$ cat config.mk
export PLATFORM = sky130hd
export DESIGN_NAME = cfl_charger_ctrl
export DESIGN_NICKNAME = d
export VERILOG_FILES = /design/src/common/cfl_pkg.sv /design/src/rtl/cfl_sync.sv /design/src/rtl/cfl_charger_ctrl.sv
export SDC_FILE = /design/constraint.sdc
export NUM_CORES = 1
export LEC_CHECK = 0
export BUFFER_PORTS_ARGS = -buffer_cell sky130_fd_sc_hd__clkbuf_2
export CORE_MARGIN = 2
export CORE_UTILIZATION = 38
export CTS_CLUSTER_SIZE = 40
export DETAILED_ROUTE_END_ITERATION = 10
export PLACE_DENSITY_LB_ADDON = 0.1
export REMOVE_ABC_BUFFERS = 1
export SKIP_CTS_REPAIR_TIMING = 1
export SYNTH_ARGS = -nofsm -noshare
export SYNTH_HDL_FRONTEND = slang
export SYNTH_SLANG_ARGS = --single-unit
$ cat constraint.sdc
create_clock -name I_CLOCK -period 3.2 [get_ports I_CLOCK]
set_input_delay 0.48 -clock I_CLOCK [delete_from_list [all_inputs] [get_ports I_CLOCK]]
set_output_delay 0.48 -clock I_CLOCK [all_outputs]
set_load 0.01 [all_outputs]
$ cat src/common/cfl_pkg.sv
/*
 * cfl_pkg: register offsets, field positions, reset values, codes,
 * timing counts and state type of the charger fault logic.
 * assumes a 20 MHz system clock.
 */
package cfl_pkg;

   // register offsets
   localparam logic [7:0] ADDR_STATUS = 8'h00;
   localparam logic [7:0] ADDR_CTRL   = 8'h01;
   localparam logic [7:0] ADDR_VOLT   = 8'h02;
   localparam logic [7:0] ADDR_IREG   = 8'h04;
   localparam logic [7:0] ADDR_VLOOP  = 8'h05;
   localparam logic [7:0] ADDR_CEIL   = 8'h06;

   // field positions
   localparam int LOOP_ACT_BIT = 4;
   localparam int HOLD_LSB     = 0;
   localparam int FLOAT_LSB    = 2;
   localparam int ICHG_LSB     = 4;
   localparam int ICEIL_LSB    = 4;
   localparam int VCEIL_LSB    = 0;
   localparam int STAT_LSB     = 4;
   localparam int INLIM_LSB    = 6;

   // values after reset
   localparam logic [7:0] RST_CTRL  = 8'h00;
   localparam logic [7:0] RST_VOLT  = 8'h00;
   localparam logic [7:0] RST_IREG  = 8'h00;
   localparam logic [7:0] RST_VLOOP = 8'h00;
   localparam logic [7:0] RST_CEIL  = 8'h00;

   // encodings
   localparam logic [5:0] VCEIL_BASE    = 6'h23;
   localparam logic [2:0] FOLDBACK_CODE = 3'h0;
   localparam logic [2:0] FAULT_NONE    = 3'h0;
   localparam logic [2:0] FAULT_OVP     = 3'h1;
   localparam logic [2:0] FAULT_SLEEP   = 3'h2;
   localparam logic [2:0] FAULT_POOR    = 3'h3;
   localparam logic [2:0] FAULT_THERM   = 3'h5;
   localparam logic [1:0] STAT_READY    = 2'h0;
   localparam logic [1:0] STAT_CHARGING = 2'h1;
   localparam logic [1:0] STAT_FAULT    = 2'h3;

   // timing
   localparam int CLK_KHZ   = 20000;
   localparam int PULSE_US  = 128;
   localparam int PULSE_CYC = PULSE_US * CLK_KHZ / 1000;
   localparam int VALID_MS  = 30;
   localparam int VALID_CYC = VALID_MS * CLK_KHZ;
   localparam int RETRY_MS  = 2000;
   localparam int RETRY_CYC = RETRY_MS * CLK_KHZ;
   localparam int RAMP_US   = 100;
   localparam int RAMP_CYC  = RAMP_US * CLK_KHZ / 1000;
   localparam int CNT_W     = 26;
   localparam int PCNT_W    = 12;

   typedef enum logic [2:0] {
      ST_VALIDATE,
      ST_CHARGE,
      ST_SLEEP,
      ST_UV_RETRY,
      ST_OVP
   } cfl_state_t;

endpackage

$ cat src/rtl/cfl_sync.sv
/*
 * cfl_sync: two-flop synchroniser, one lane per bit.
 * assumes inputs are asynchronous levels from comparators.
 */
module cfl_sync #(
   parameter int WIDTH = 1
) (
   input  wire logic             i_clock,
   input  wire logic             i_srst,
   input  wire logic [WIDTH-1:0] i_async,
   output logic      [WIDTH-1:0] o_sync
);

   logic [WIDTH-1:0] meta;

   generate
      if (WIDTH < 1)
      begin : g_chk
         $error("cfl_sync width must be at least one");
      end
      for (genvar b = 0; b < WIDTH; b++)
      begin : g_lane
         always_ff @(posedge i_clock)
         begin
            if (i_srst)
            begin
               meta[b]   <= 1'b0;
               o_sync[b] <= 1'b0;
            end
            else
            begin
               meta[b]   <= i_async[b];
               o_sync[b] <= meta[b];
            end
         end
      end
   endgenerate

endmodule // cfl_sync

$ cat src/rtl/cfl_charger_ctrl.sv
/*
 * cfl_charger_ctrl: charger control and safety fault logic with its
 * register port (byte registers behind the serial host link).
 * assumes comparator flags arrive asynchronously from the power stage
 * and the register port is driven on I_CLOCK.
 */
//
// Contract
// - ramp current until limit, code or hold
// - loop-active bit shows hold loop limiting
// - hold level field selects eight thresholds
// - ceiling loads default above short, writable
// - other write locks ceiling until short
// - over-ceiling charge codes stored as ceiling
// - current ceiling in bits six to four
// - voltage ceiling gives base plus code
// - foldback limits current to foldback code
// - thermal shutdown suspends, fault, pulse
// - thermal suspend freezes timers, then resumes
// - sleep blocks reverse current from battery
// - under-voltage stops charge, fault, pulse
// - retry delay then restart if input good
// - over-voltage while validating or charging opens switch, fault, pulse
// - over-voltage clear resumes after revalidation
// - fault pulses status output fixed time
// - charge starts after validation interval
module cfl_charger_ctrl #(
   parameter int unsigned VALID_CYC = cfl_pkg::VALID_CYC,
   parameter int unsigned RETRY_CYC = cfl_pkg::RETRY_CYC
) (
   input  wire logic       I_CLOCK,
   input  wire logic       I_SRST,
   input  wire logic       I_REG_WR,
   input  wire logic [7:0] I_REG_ADDR,
   input  wire logic [7:0] I_REG_WDATA,
   input  wire logic       I_VBUS_ABOVE_MIN1,
   input  wire logic       I_VBUS_BELOW_MIN2,
   input  wire logic       I_INPUT_OVERVOLTAGE,
   input  wire logic       I_VBUS_BELOW_SLEEP,
   input  wire logic       I_VBUS_AT_HOLD,
   input  wire logic       I_INPUT_LIMIT_HIT,
   input  wire logic       I_VBAT_ABOVE_SHORT,
   input  wire logic       I_THERMAL_FOLDBACK,
   input  wire logic       I_THERMAL_SHUTDOWN,
   output logic [7:0]      O_REG_RDATA,
   output logic            O_CHARGE_EN,
   output logic [2:0]      O_CHARGE_CURRENT_CODE,
   output logic [5:0]      O_FLOAT_VOLTAGE_CODE,
   output logic [1:0]      O_INPUT_CURRENT_CODE,
   output logic [2:0]      O_VBUS_HOLD_LEVEL,
   output logic            O_INPUT_SWITCH_ON,
   output logic            O_REVERSE_BLOCK,
   output logic [2:0]      O_FAULT_CODE,
   output logic [1:0]      O_STAT_BITS,
   output logic            O_STAT_PULSE
);
   import cfl_pkg::*;

   typedef struct packed {
      cfl_state_t         st;
      logic [CNT_W-1:0]   tmr;
      logic [PCNT_W-1:0]  pcnt;
      logic [PCNT_W-1:0]  rcnt;
      logic [2:0]         level;
      logic [2:0]         fault;
      logic [7:0]         ctrl;
      logic [7:0]         volt;
      logic [7:0]         ireg;
      logic [7:0]         vloop;
      logic [7:0]         ceil;
      logic               unlocked;
      logic               short_d;
      logic               therm;
      logic [7:0]         rdata;
   } cfl_regs_t;

   cfl_regs_t s;
   cfl_regs_t next_s;

   logic [8:0] flags;
   logic       above_min1;
   logic       below_min2;
   logic       ovp;
   logic       below_sleep;
   logic       at_hold;
   logic       ilim_hit;
   logic       above_short;
   logic       foldback;
   logic       shutdown;
   logic [5:0] vmax;
   logic [2:0] imax;
   logic [2:0] target;
   logic       charging;
   logic [1:0] stat;

   generate
      if (VALID_CYC < 1 || VALID_CYC >= 2 ** CNT_W)
      begin : g_chk_valid
         $error("VALID_CYC out of range");
      end
      if (RETRY_CYC < 1 || RETRY_CYC >= 2 ** CNT_W)
      begin : g_chk_retry
         $error("RETRY_CYC out of range");
      end
   endgenerate

   cfl_sync #(
      .WIDTH (9)
   ) u_sync (
      .i_clock (I_CLOCK),
      .i_srst  (I_SRST),
      .i_async ({I_VBUS_ABOVE_MIN1, I_VBUS_BELOW_MIN2, I_INPUT_OVERVOLTAGE,
                 I_VBUS_BELOW_SLEEP, I_VBUS_AT_HOLD, I_INPUT_LIMIT_HIT,
                 I_VBAT_ABOVE_SHORT, I_THERMAL_FOLDBACK,
                 I_THERMAL_SHUTDOWN}),
      .o_sync  (flags)
   );

   assign {above_min1, below_min2, ovp, below_sleep, at_hold, ilim_hit,
           above_short, foldback, shutdown} = flags;

   // ceiling decode
   assign vmax = VCEIL_BASE + {2'h0, s.ceil[VCEIL_LSB +: 4]};
   assign imax = s.ceil[ICEIL_LSB +: 3];
   assign target = foldback ? FOLDBACK_CODE : s.ireg[ICHG_LSB +: 3];
   assign charging = (s.st == ST_CHARGE) && !s.therm;

   always_comb
   begin
      if (s.fault != FAULT_NONE)
      begin
         stat = STAT_FAULT;
      end
      else if (charging)
      begin
         stat = STAT_CHARGING;
      end
      else
      begin
         stat = STAT_READY;
      end
   end

   always_comb
   begin
      next_s = s;
      next_s.short_d = above_short;
      next_s.therm = shutdown;
      if (s.pcnt != '0)
      begin
         next_s.pcnt = s.pcnt - 1'b1;
      end

      // register writes
      if (I_REG_WR)
      begin
         case (I_REG_ADDR)
            ADDR_CTRL:
            begin
               next_s.ctrl = I_REG_WDATA;
            end
            ADDR_VOLT:
            begin
               next_s.volt = I_REG_WDATA;
               if (I_REG_WDATA[FLOAT_LSB +: 6] > vmax)
               begin
                  next_s.volt[FLOAT_LSB +: 6] = vmax;
               end
            end
            ADDR_IREG:
            begin
               next_s.ireg = I_REG_WDATA;
               if (I_REG_WDATA[ICHG_LSB +: 3] > imax)
               begin
                  next_s.ireg[ICHG_LSB +: 3] = imax;
               end
            end
            ADDR_VLOOP:
            begin
               next_s.vloop = I_REG_WDATA;
            end
            default:
            begin
            end
         endcase
         if (I_REG_ADDR == ADDR_CEIL)
         begin
            if (s.unlocked)
            begin
               next_s.ceil = I_REG_WDATA;
            end
         end
         else
         begin
            next_s.unlocked = 1'b0;
         end
      end
      if (above_short && !s.short_d)
      begin
         next_s.ceil = RST_CEIL;
         next_s.unlocked = 1'b1;
      end
      else if (!above_short)
      begin
         next_s.unlocked = 1'b1;
      end

      // thermal shutdown: suspend, freeze timers, keep state
      if (shutdown)
      begin
         if (!s.therm)
         begin
            next_s.fault = FAULT_THERM;
            next_s.pcnt = PCNT_W'(PULSE_CYC);
         end
      end
      else if (s.therm)
      begin
         next_s.fault = FAULT_NONE;
      end
      else
      begin
         case (s.st)
            ST_VALIDATE:
            begin
               if (ovp)
               begin
                  next_s.st = ST_OVP;
                  next_s.fault = FAULT_OVP;
                  next_s.pcnt = PCNT_W'(PULSE_CYC);
               end
               else if (!above_min1)
               begin
                  next_s.tmr = '0;
               end
               else if (s.tmr == CNT_W'(VALID_CYC - 1))
               begin
                  next_s.st = ST_CHARGE;
                  next_s.tmr = '0;
                  next_s.level = '0;
                  next_s.rcnt = '0;
                  next_s.fault = FAULT_NONE;
               end
               else
               begin
                  next_s.tmr = s.tmr + 1'b1;
               end
            end
            ST_CHARGE:
            begin
               if (ovp)
               begin
                  next_s.st = ST_OVP;
                  next_s.fault = FAULT_OVP;
                  next_s.pcnt = PCNT_W'(PULSE_CYC);
               end
               else if (below_min2)
               begin
                  next_s.st = ST_UV_RETRY;
                  next_s.fault = FAULT_POOR;
                  next_s.pcnt = PCNT_W'(PULSE_CYC);
               end
               else if (below_sleep && above_min1)
               begin
                  next_s.st = ST_SLEEP;
                  next_s.fault = FAULT_SLEEP;
                  next_s.pcnt = PCNT_W'(PULSE_CYC);
               end
               else if (s.level > target)
               begin
                  next_s.level = target;
               end
               else if (s.level < target && !ilim_hit && !at_hold)
               begin
                  if (s.rcnt == PCNT_W'(RAMP_CYC - 1))
                  begin
                     next_s.rcnt = '0;
                     next_s.level = s.level + 1'b1;
                  end
                  else
                  begin
                     next_s.rcnt = s.rcnt + 1'b1;
                  end
               end
            end
            ST_SLEEP:
            begin
               if (!below_sleep || !above_min1)
               begin
                  next_s.st = ST_VALIDATE;
                  next_s.tmr = '0;
                  next_s.fault = FAULT_NONE;
               end
            end
            ST_UV_RETRY:
            begin
               if (s.tmr == CNT_W'(RETRY_CYC - 1))
               begin
                  next_s.tmr = '0;
                  if (above_min1)
                  begin
                     next_s.st = ST_VALIDATE;
                     next_s.fault = FAULT_NONE;
                  end
               end
               else
               begin
                  next_s.tmr = s.tmr + 1'b1;
               end
            end
            ST_OVP:
            begin
               if (!ovp)
               begin
                  next_s.st = ST_VALIDATE;
                  next_s.tmr = '0;
                  next_s.fault = FAULT_NONE;
               end
            end
            default:
            begin
               next_s.st = ST_VALIDATE;
            end
         endcase
      end

      // registered read data
      case (I_REG_ADDR)
         ADDR_STATUS:
         begin
            next_s.rdata = {2'h0, stat, 1'b0, s.fault};
         end
         ADDR_CTRL:
         begin
            next_s.rdata = s.ctrl;
         end
         ADDR_VOLT:
         begin
            next_s.rdata = s.volt;
         end
         ADDR_IREG:
         begin
            next_s.rdata = s.ireg;
         end
         ADDR_VLOOP:
         begin
            next_s.rdata = s.vloop;
            next_s.rdata[LOOP_ACT_BIT] = charging && at_hold;
         end
         ADDR_CEIL:
         begin
            next_s.rdata = s.ceil;
         end
         default:
         begin
            next_s.rdata = 8'h00;
         end
      endcase
   end

   always_ff @(posedge I_CLOCK)
   begin
      if (I_SRST)
      begin
         s.st       <= ST_VALIDATE;
         s.tmr      <= '0;
         s.pcnt     <= '0;
         s.rcnt     <= '0;
         s.level    <= '0;
         s.fault    <= FAULT_NONE;
         s.ctrl     <= RST_CTRL;
         s.volt     <= RST_VOLT;
         s.ireg     <= RST_IREG;
         s.vloop    <= RST_VLOOP;
         s.ceil     <= RST_CEIL;
         s.unlocked <= 1'b1;
         s.short_d  <= 1'b0;
         s.therm    <= 1'b0;
         s.rdata    <= 8'h00;
      end
      else
      begin
         s <= next_s;
      end
   end

   assign O_REG_RDATA           = s.rdata;
   assign O_CHARGE_EN           = charging;
   assign O_CHARGE_CURRENT_CODE = s.level;
   assign O_FLOAT_VOLTAGE_CODE  = s.volt[FLOAT_LSB +: 6];
   assign O_INPUT_CURRENT_CODE  = s.ctrl[INLIM_LSB +: 2];
   assign O_VBUS_HOLD_LEVEL     = s.vloop[HOLD_LSB +: 3];
   assign O_INPUT_SWITCH_ON     = (s.st != ST_OVP);
   assign O_REVERSE_BLOCK       = (s.st == ST_SLEEP);
   assign O_FAULT_CODE          = s.fault;
   assign O_STAT_BITS           = stat;
   assign O_STAT_PULSE          = (s.pcnt != '0);

endmodule // cfl_charger_ctrl

# After elaboration in Yosys (flattened, before gate mapping)
# Cells that the tools add are included.
# classes
n_addsub	5
n_lt_le_gt_ge	4
eq_ne	38
n_mux	50
bitwise_logic	4
n_reduce_logical	33
# op_table
cell	count
$mux 12	9
$mux 26	4
$pmux 26 s4	1
$mux 15	5
$mux 29	2
$mux 3	19
$pmux 27 s2	1
$pmux 8 s6	1
$mux 18	2
$pmux 3 s5	2
$mux 27	1
$add 26x1->26 const B	1
$eq 26x20->1 const B	1
$eq 26x26->1 const B	1
$eq 8x3->1 const B	3
$reduce_and 11->1	2
$ne 2x2->1 const B	9
$reduce_and 9->1	2
$add 12x1->12 const B	1
$eq 12x11->1 const B	1
$reduce_bool 12->1	1
$sub 12x1->12 const B	1
$reduce_and 2->1	5
$ne 3x1->1 const B	3
other kinds (37)	56
# totals
ff_bits	128
wordCells	167

# Depth between registers and ports, before layout
# Gate-level depths: netlist of run 1.
# depth
depth_word	12
ltp_mapped	9
depth_no_buf	9

# Hierarchy
# Synthesis of run 1 repeated with hierarchy kept, for this count alone.
# hier_totals
hier_cells	715
area_unflattened_um2	6212.2
# by_module_without_submodules
module	n_inst	cells_per_inst	area_per_inst_um2	seq_area_each_um2
cfl_charger_ctrl	1	678	5723.0	2182.1
cfl_sync	1	37	489.2	360.3

# Worst setup path before layout of run 1
# OpenSTA, ideal clock, no wires.
# synth_path
path_type	input -> register
startpoint	input port I_REG_ADDR[5]
endpoint	register s[28] (netlist name)
arrival_ps	2387
required_ps	3072
setup_slack_ps	685
stages	8
path_cell_list	or4_1 or3_1 clkbuf_1 nor3_2 and2_1 buf_2 mux2i_1 nor2_1
# synth_between
elab_chain_len	2
# synth_rtl
item	line	text
start, declared	cfl_charger_ctrl.sv:34	input wire logic [7:0] I_REG_ADDR,
$eq 8x3->1	cfl_charger_ctrl.sv:157	case (I_REG_ADDR)
$reduce_and 2->1 (no source line)	-	
end signal, assigned	cfl_charger_ctrl.sv:383	s <= next_s;
end, declared	cfl_charger_ctrl.sv:77	cfl_regs_t s;
# No other way between the ends.
# A chain may end at the register's enable or synchronous reset.

# Worst setup path in the final report of run 1
# layout_path
startpoint	register s[72] (netlist name)
endpoint	output port O_STAT_PULSE
# layout_between
elab_chain_len	1
# layout_rtl
item	line	text
$reduce_bool 12->1	cfl_charger_ctrl.sv:397	assign O_STAT_PULSE = (s.pcnt != '0);
end, declared	cfl_charger_ctrl.sv:55	output logic O_STAT_PULSE
# No other way between the ends.

==> metrics, run 1 <==
Peak VDD IR=0.377 mV; Ys Warns=0; I/O pin cnt=59; Yosys top cell area share=39.4%; Mapped Cells=770; CP Max Fanout=9; Port-buffer cells=58; Die ar.=18,000 sq um; post-synth top area cell=dfxtp_1; clock power share=45.1%; combinational group share of total power=13.8%; Final Hold Fails=0; cell area after synthesis=6450 sq um; reg-to-reg slack, setup=500 ps; vias in the first global route=5,136; largest net degree at the start of global routing=52; Crit-path slowest cell=or4_1; status=finished clean; crit-path cells=or4_1 > nor4b_1 > and3_1 > inv_1 > clkbuf_2; PwrDens=563 nW/um^2; Data arrival, critical path=2360 ps; post-synthesis sequential area ratio=39.4%; top post-synthesis cells by area=dfxtp_1 (39%), nor2_1 (5.1%), a21oi_1 (5.0%); final total power=4.16 mW; FMAX=0.352 GHz; max-slew violation count=0; core area=16,600 sq um; global-route wire length before repair=26,100 microns; Final #Nets=847; initial DRC count=304; Crit path max-delay family=simple AND/OR/NAND/NOR gates; Antenna Nets Post-Route=0; global route total overflow=0; ys flop type=dfxtp_1; Max H-tree Level=4; DP HPWL=11,400 microns; Die Height=134 microns; Startpoint Class=flop; wire per inst=15.5 microns; Worst-path clk slew=50 ps; final wirelength=16,000 microns; buffer and inverter count on the worst path=2; CTS Buf Count=17; antenna cells=0; max_slew headroom=65.7%; CP Data Required Time=2720 ps; clock latency on the worst-skew pair=420 ps; worst clock skew=8.90 ps; P_int=3.09 mW; Worst path max stage delay=600 ps; num rows=47; worst slew pin tran=507 ps; unrepaired setup endpoints after global routing=no; Synth async-reset ratio=0%; Hold/Removal Path Class=input port to flop; total number of vias=5,534; number of cells on the worst hold path=2; aggregate global-route resource usage=18.2%; switch share=25.6%; Residual DRC=0; clock buffer depth=2; Chip Width=134 microns; Final GP Congestion=0.861; hold-critical path endpoint=u_sync.meta[7]; Mapped Avg Cell Area=8.38 sq um; CTS tree=done; fin cells=1,034; Layout area overhead=14.4%; final setup fails=0; FF+latch count, synth=127; dpl cells=1,003; layout cells sized above 1=15.5%; leakage power=2.70 nW; drt pass-1 iters=5; Vias/cell=5.35; CTS sink count=127; Hold Startpoint=I_VBUS_BELOW_MIN2; sequential share of power=41.1%; origin of the critical flop-to-flop path=s[89]; critical path class=flop to output port; Yosys cell types=64; Max-cap violations=0; Worst R2R Path Depth=7; Min Clock Period, post-route=2840 ps; Worst setup EP type=output port; Sw Pwr=1.06 mW; fin crit share=88.8%; Post-Route Setup TNS=0 ps; EDFF count, synth=0; R2R Path End=s[104]; Root Buffer=clkbuf_16; Final Util=44.5%; Initial Utilization=38.9%; initial antenna violation count=0
cell usage after synthesis (2+ instances only):
master    count
a211oi_1      8
a21o_1        5
a21oi_1      65
a22oi_1       5
a31oi_1       8
and2_1        5
and3_1        9
and4_1        2
buf_2         5
buf_4        25
clkbuf_1     29
dfxtp_1     127
ha_1         17
inv_1        25
mux2_2        5
mux2i_1      30
nand2_1      56
nand2b_1      9
nand3_1      43
nand3b_1     13
nand4_1      10
nand4b_1      4
nor2_1       87
nor2b_1      23
nor3_1       25
nor3_2        2
nor4_1       11
nor4b_1       2
o21ai_0      20
o221ai_1      2
o22a_1        2
o22ai_1       5
o31ai_1       3
or2_2         5
or3_1         7
or3b_2        4
or4_1         8
or4_4         2
or4b_1        2
or4b_2        3
xnor2_1      16
xor2_1       14
logic make-up (layout without fill, tap and decap cells):
logic type / Yosys count / in the layout / share of synthesized area [%]
buffers and inverters: 84 / 128 / 6.44
AOI/OAI and AO/OA: 138 / 138 / 13.4
muxes: 35 / 35 / 5.53
xor gates and xnor gates: 30 / 30 / 4.07
and+or+nand+nor: 339 / 339 / 27.8
adders and majority gates: 17 / 17 / 3.30
DFF: 127 / 127 / 39.4
layer usage:
metal  GRT usage [%]  part of all wire (%)
met5               0                     0
met2            28.6                    44
met4            6.55                   1.9
met3            4.23                   4.4
met1            24.6                    49
area by class of cell:
cell class	instances	area (sq um)
fillers	1669	9200
inverters	25	93.8
clock inverters	7	85.1
repair buffers	72	410
clock buffers	24	482
multi-input cells	559	3490
well taps	220	275
flip-flops and latches	127	2540
worst max path at each step:
stage | from | end | depth (start not counted)
after floorplan | I_REG_ADDR[5] | O_INPUT_CURRENT_CODE[0] | 6
after global placement | I_REG_ADDR[5] | s[27] | 7
after detailed placement | s[97] | s[66] | 6
after CTS | s[72] | O_STAT_PULSE | 5
after global routing | s[72] | O_STAT_PULSE | 5
final | s[72] | O_STAT_PULSE | 5
registers in the layout, indices dropped and copies added (netlist names):
name and count:
u_sync.meta 9, O_CHARGE_CURRENT_CODE 3, O_VBUS_HOLD_LEVEL 3, imax 3, O_FLOAT_VOLTAGE_CODE 6, s 81
O_FAULT_CODE 3, O_REG_RDATA 8, u_sync.o_sync 9, O_INPUT_CURRENT_CODE 2
placed cells by master (no fill, tap or decap), types with 7 or more instances in the layout:
| master | netlist | layout |
|---|---|---|
| dfxtp_1 | 127 | 127 |
| nor2_1 | 87 | 87 |
| a21oi_1 | 65 | 65 |
| clkbuf_2 | 0 | 57 |
| nand2_1 | 56 | 56 |
| nand3_1 | 43 | 43 |
| mux2i_1 | 30 | 30 |
| inv_1 | 25 | 25 |
| nor3_1 | 25 | 25 |
| nor2b_1 | 23 | 23 |
| o21ai_0 | 20 | 20 |
| ha_1 | 17 | 17 |
| clkbuf_16 | 0 | 17 |
| xnor2_1 | 16 | 16 |
| xor2_1 | 14 | 14 |
| buf_4 | 25 | 14 |
| nand3b_1 | 13 | 13 |
| nor4_1 | 11 | 11 |
| nand4_1 | 10 | 10 |
| nand2b_1 | 9 | 9 |
| and3_1 | 9 | 9 |
| or4_1 | 8 | 8 |
| a31oi_1 | 8 | 8 |
| a211oi_1 | 8 | 8 |
| or3_1 | 7 | 7 |
stage by stage:
step | area (sq um) | setup slack [ps] | hold slack (ps)
2_1_floorplan | 6130 | 463 | 368
3_3_place_gp | 6810 | 574 | 374
3_5_place_dp | 6810 | 527 | 385
4_1_cts | 7380 | 297 | 253
5_1_grt | 7380 | 96.1 | 272
6_report | 7380 | 357 | 267
power by group through the flow:
stage          Sequential (mW)  Combinational [mW]  Clock [mW]
6_report                  1.71               0.574        1.88
5_1_grt                   1.71               0.657        1.99
4_1_cts                   1.71               0.578        1.92
3_5_place_dp              1.74               0.574           0
3_3_place_gp              1.74               0.561           0
2_1_floorplan             1.73               0.409           0
Note: power is estimated with default switching activity, not from simulation.
==> inputs of run 2 (changes only) <==
- MAX_ROUTING_LAYER: not set -> met4
==> run 2 against run 1 <==
Non-clock buffer count stayed put. Clock power is essentially flat. Sequential share of layout area unchanged. Setup slack lost 4.5 ps. Register-to-register slack is essentially flat. Combinational power barely moved. Die area unchanged. Largest power group unchanged.
==> metrics, run 2 (synthesis gave the netlist of run 1 again) <==
status=finished clean (unchanged); buffer and inverter count on the worst path=2 (unchanged); CP Max Fanout=9 (unchanged); Startpoint Class=flop (unchanged); worst clock skew=9.15 ps (was 8.90 ps); DP HPWL=11,400 microns (unchanged); max-slew violation count=0 (unchanged); FMAX=0.351 GHz (was 0.352 GHz); Hold/Removal Path Class=input port to flop (unchanged); max reg flops=81 (unchanged); Chip Width=134 microns (unchanged); setup ws final=352 ps (was 357 ps); Layout area overhead=14.4% (unchanged); drt pass-1 iters=7 (was 5); unrepaired setup endpoints after global routing=no (unchanged); Crit path depth=5 (unchanged); clock buffer depth=2 (unchanged); Worst-path clk slew=50 ps (about the same); Crit path max-delay family=simple AND/OR/NAND/NOR gates (unchanged); PwrDens=564 nW/um^2 (was 563 nW/um^2); final total power=4.16 mW (about the same); Vias/cell=5.35 (about the same); Worst Setup SP=s[72] (unchanged); Min Clock Period, post-route=2850 ps (was 2840 ps); Crit-path slowest cell=or4_1 (unchanged); wire per inst=15.5 microns (about the same); area of the multi-input gates=3490 sq um (unchanged); max_slew headroom=65.5% (was 65.7%); I/O pin cnt=59 (unchanged); Initial Utilization=38.9% (unchanged); Die Height=134 microns (unchanged); R2R Path End=s[104] (unchanged); CP Data Required Time=2720 ps (about the same); reg-to-reg slack, setup=500 ps (about the same); worst slew pin tran=511 ps (was 507 ps); initial antenna violation count=0 (unchanged); Final Util=44.5% (unchanged); clock latency on the worst-skew pair=420 ps (about the same); Post-Route Setup TNS=0 ps (unchanged); largest net degree at the start of global routing=52 (unchanged); final wirelength=16,000 microns (about the same); origin of the critical flop-to-flop path=s[89] (unchanged); Min Hold Slack=264 ps (was 267 ps); Data arrival, critical path=2370 ps (was 2360 ps); Die ar.=18,000 sq um (unchanged); Residual DRC=0 (unchanged); Max-cap violations=0 (unchanged); critical path class=flop to output port (unchanged); leakage power=2.70 nW (unchanged); Final GP Congestion=0.875 (was 0.861); global-route wire length before repair=26,200 microns (was 26,100 microns); Final Hold Fails=0 (unchanged); total number of vias=5,531 (was 5,534); fin cells=1,034 (unchanged); layout cells sized above 1=15.5% (unchanged); commonest non-fill, non-tap cells in the layout=dfxtp_1 (127), nor2_1 (87), a21oi_1 (65), clkbuf_2 (57), nand2_1 (56) (unchanged); placed cell areas=6810 sq um (unchanged); worst slack, placed=527 ps (unchanged); core area=16,600 sq um (unchanged); crit-path cells=or4_1 > nor4b_1 > and3_1 > inv_1 > clkbuf_2 (unchanged); num rows=47 (unchanged); global route total overflow=0 (unchanged); commonest non-fill, non-tap cell in the layout=dfxtp_1 (unchanged); Root Buffer=clkbuf_16 (unchanged); CTS tree=done (unchanged); FF+latch area=2540 sq um (unchanged); Antenna Nets Post-Route=0 (unchanged); Worst setup EP type=output port (unchanged); CTS sink count=127 (unchanged); Max H-tree Level=4 (unchanged); antenna cells=0 (unchanged); final setup fails=0 (unchanged); vias in the first global route=5,136 (unchanged); crit path to=O_STAT_PULSE (unchanged); initial DRC count=337 (was 304); Most flops, register=s (unchanged); Worst path max stage delay=600 ps (about the same); fin crit share=89.0% (was 88.8%); Final #Nets=847 (unchanged); Final Cell Area=7380 sq um (unchanged); Port-buffer cells=58 (unchanged); number of cells on the worst hold path=2 (unchanged); fillcell total=1,669 (unchanged); dpl cells=1,003 (unchanged); Worst R2R Path Depth=7 (unchanged); largest registers=s x81, u_sync.meta x9, u_sync.o_sync x9 (unchanged); Peak VDD IR=0.384 mV (was 0.377 mV); aggregate global-route resource usage=18.8% (was 18.2%); CTS Buf Count=17 (unchanged)
## run 2: per-layer routing
metal / vias up / track usage (%) / part of all wire, %
met4: 0 / 6.55 / 2.0
li1: 2775 / - / -
met3: 26 / 4.35 / 4.1
met2: 120 / 28.7 / 44
met1: 2610 / 24.5 / 49
met5: - / - / 0
## run 2: report_power, final
group	leakage (nW)	total [mW]	switching, mW	internal (mW)
clock	0.284	1.88	0.686	1.20
sequential	1.03	1.71	0.0545	1.65
combinational	1.39	0.573	0.330	0.243
## run 2: how the worst min path moves through the flow
stage	to	from	slack (ps)
final	u_sync.meta[7]	I_VBUS_BELOW_MIN2	260
after CTS	u_sync.meta[7]	I_VBUS_BELOW_MIN2	250
after floorplan	s[10]	s[9]	370
after global placement	s[10]	s[9]	370
after detailed placement	s[10]	s[9]	390
after global routing	u_sync.meta[5]	I_VBUS_BELOW_SLEEP	270
## run 2: layout make-up
type / instances / area share (%)
multi-input cells: 559 / 47.3
flip-flops and latches: 127 / 34.4
clock buffers: 24 / 6.53
repair buffers: 72 / 5.56
well taps: 220 / 3.73
inverters: 25 / 1.27
clock inverters: 7 / 1.15
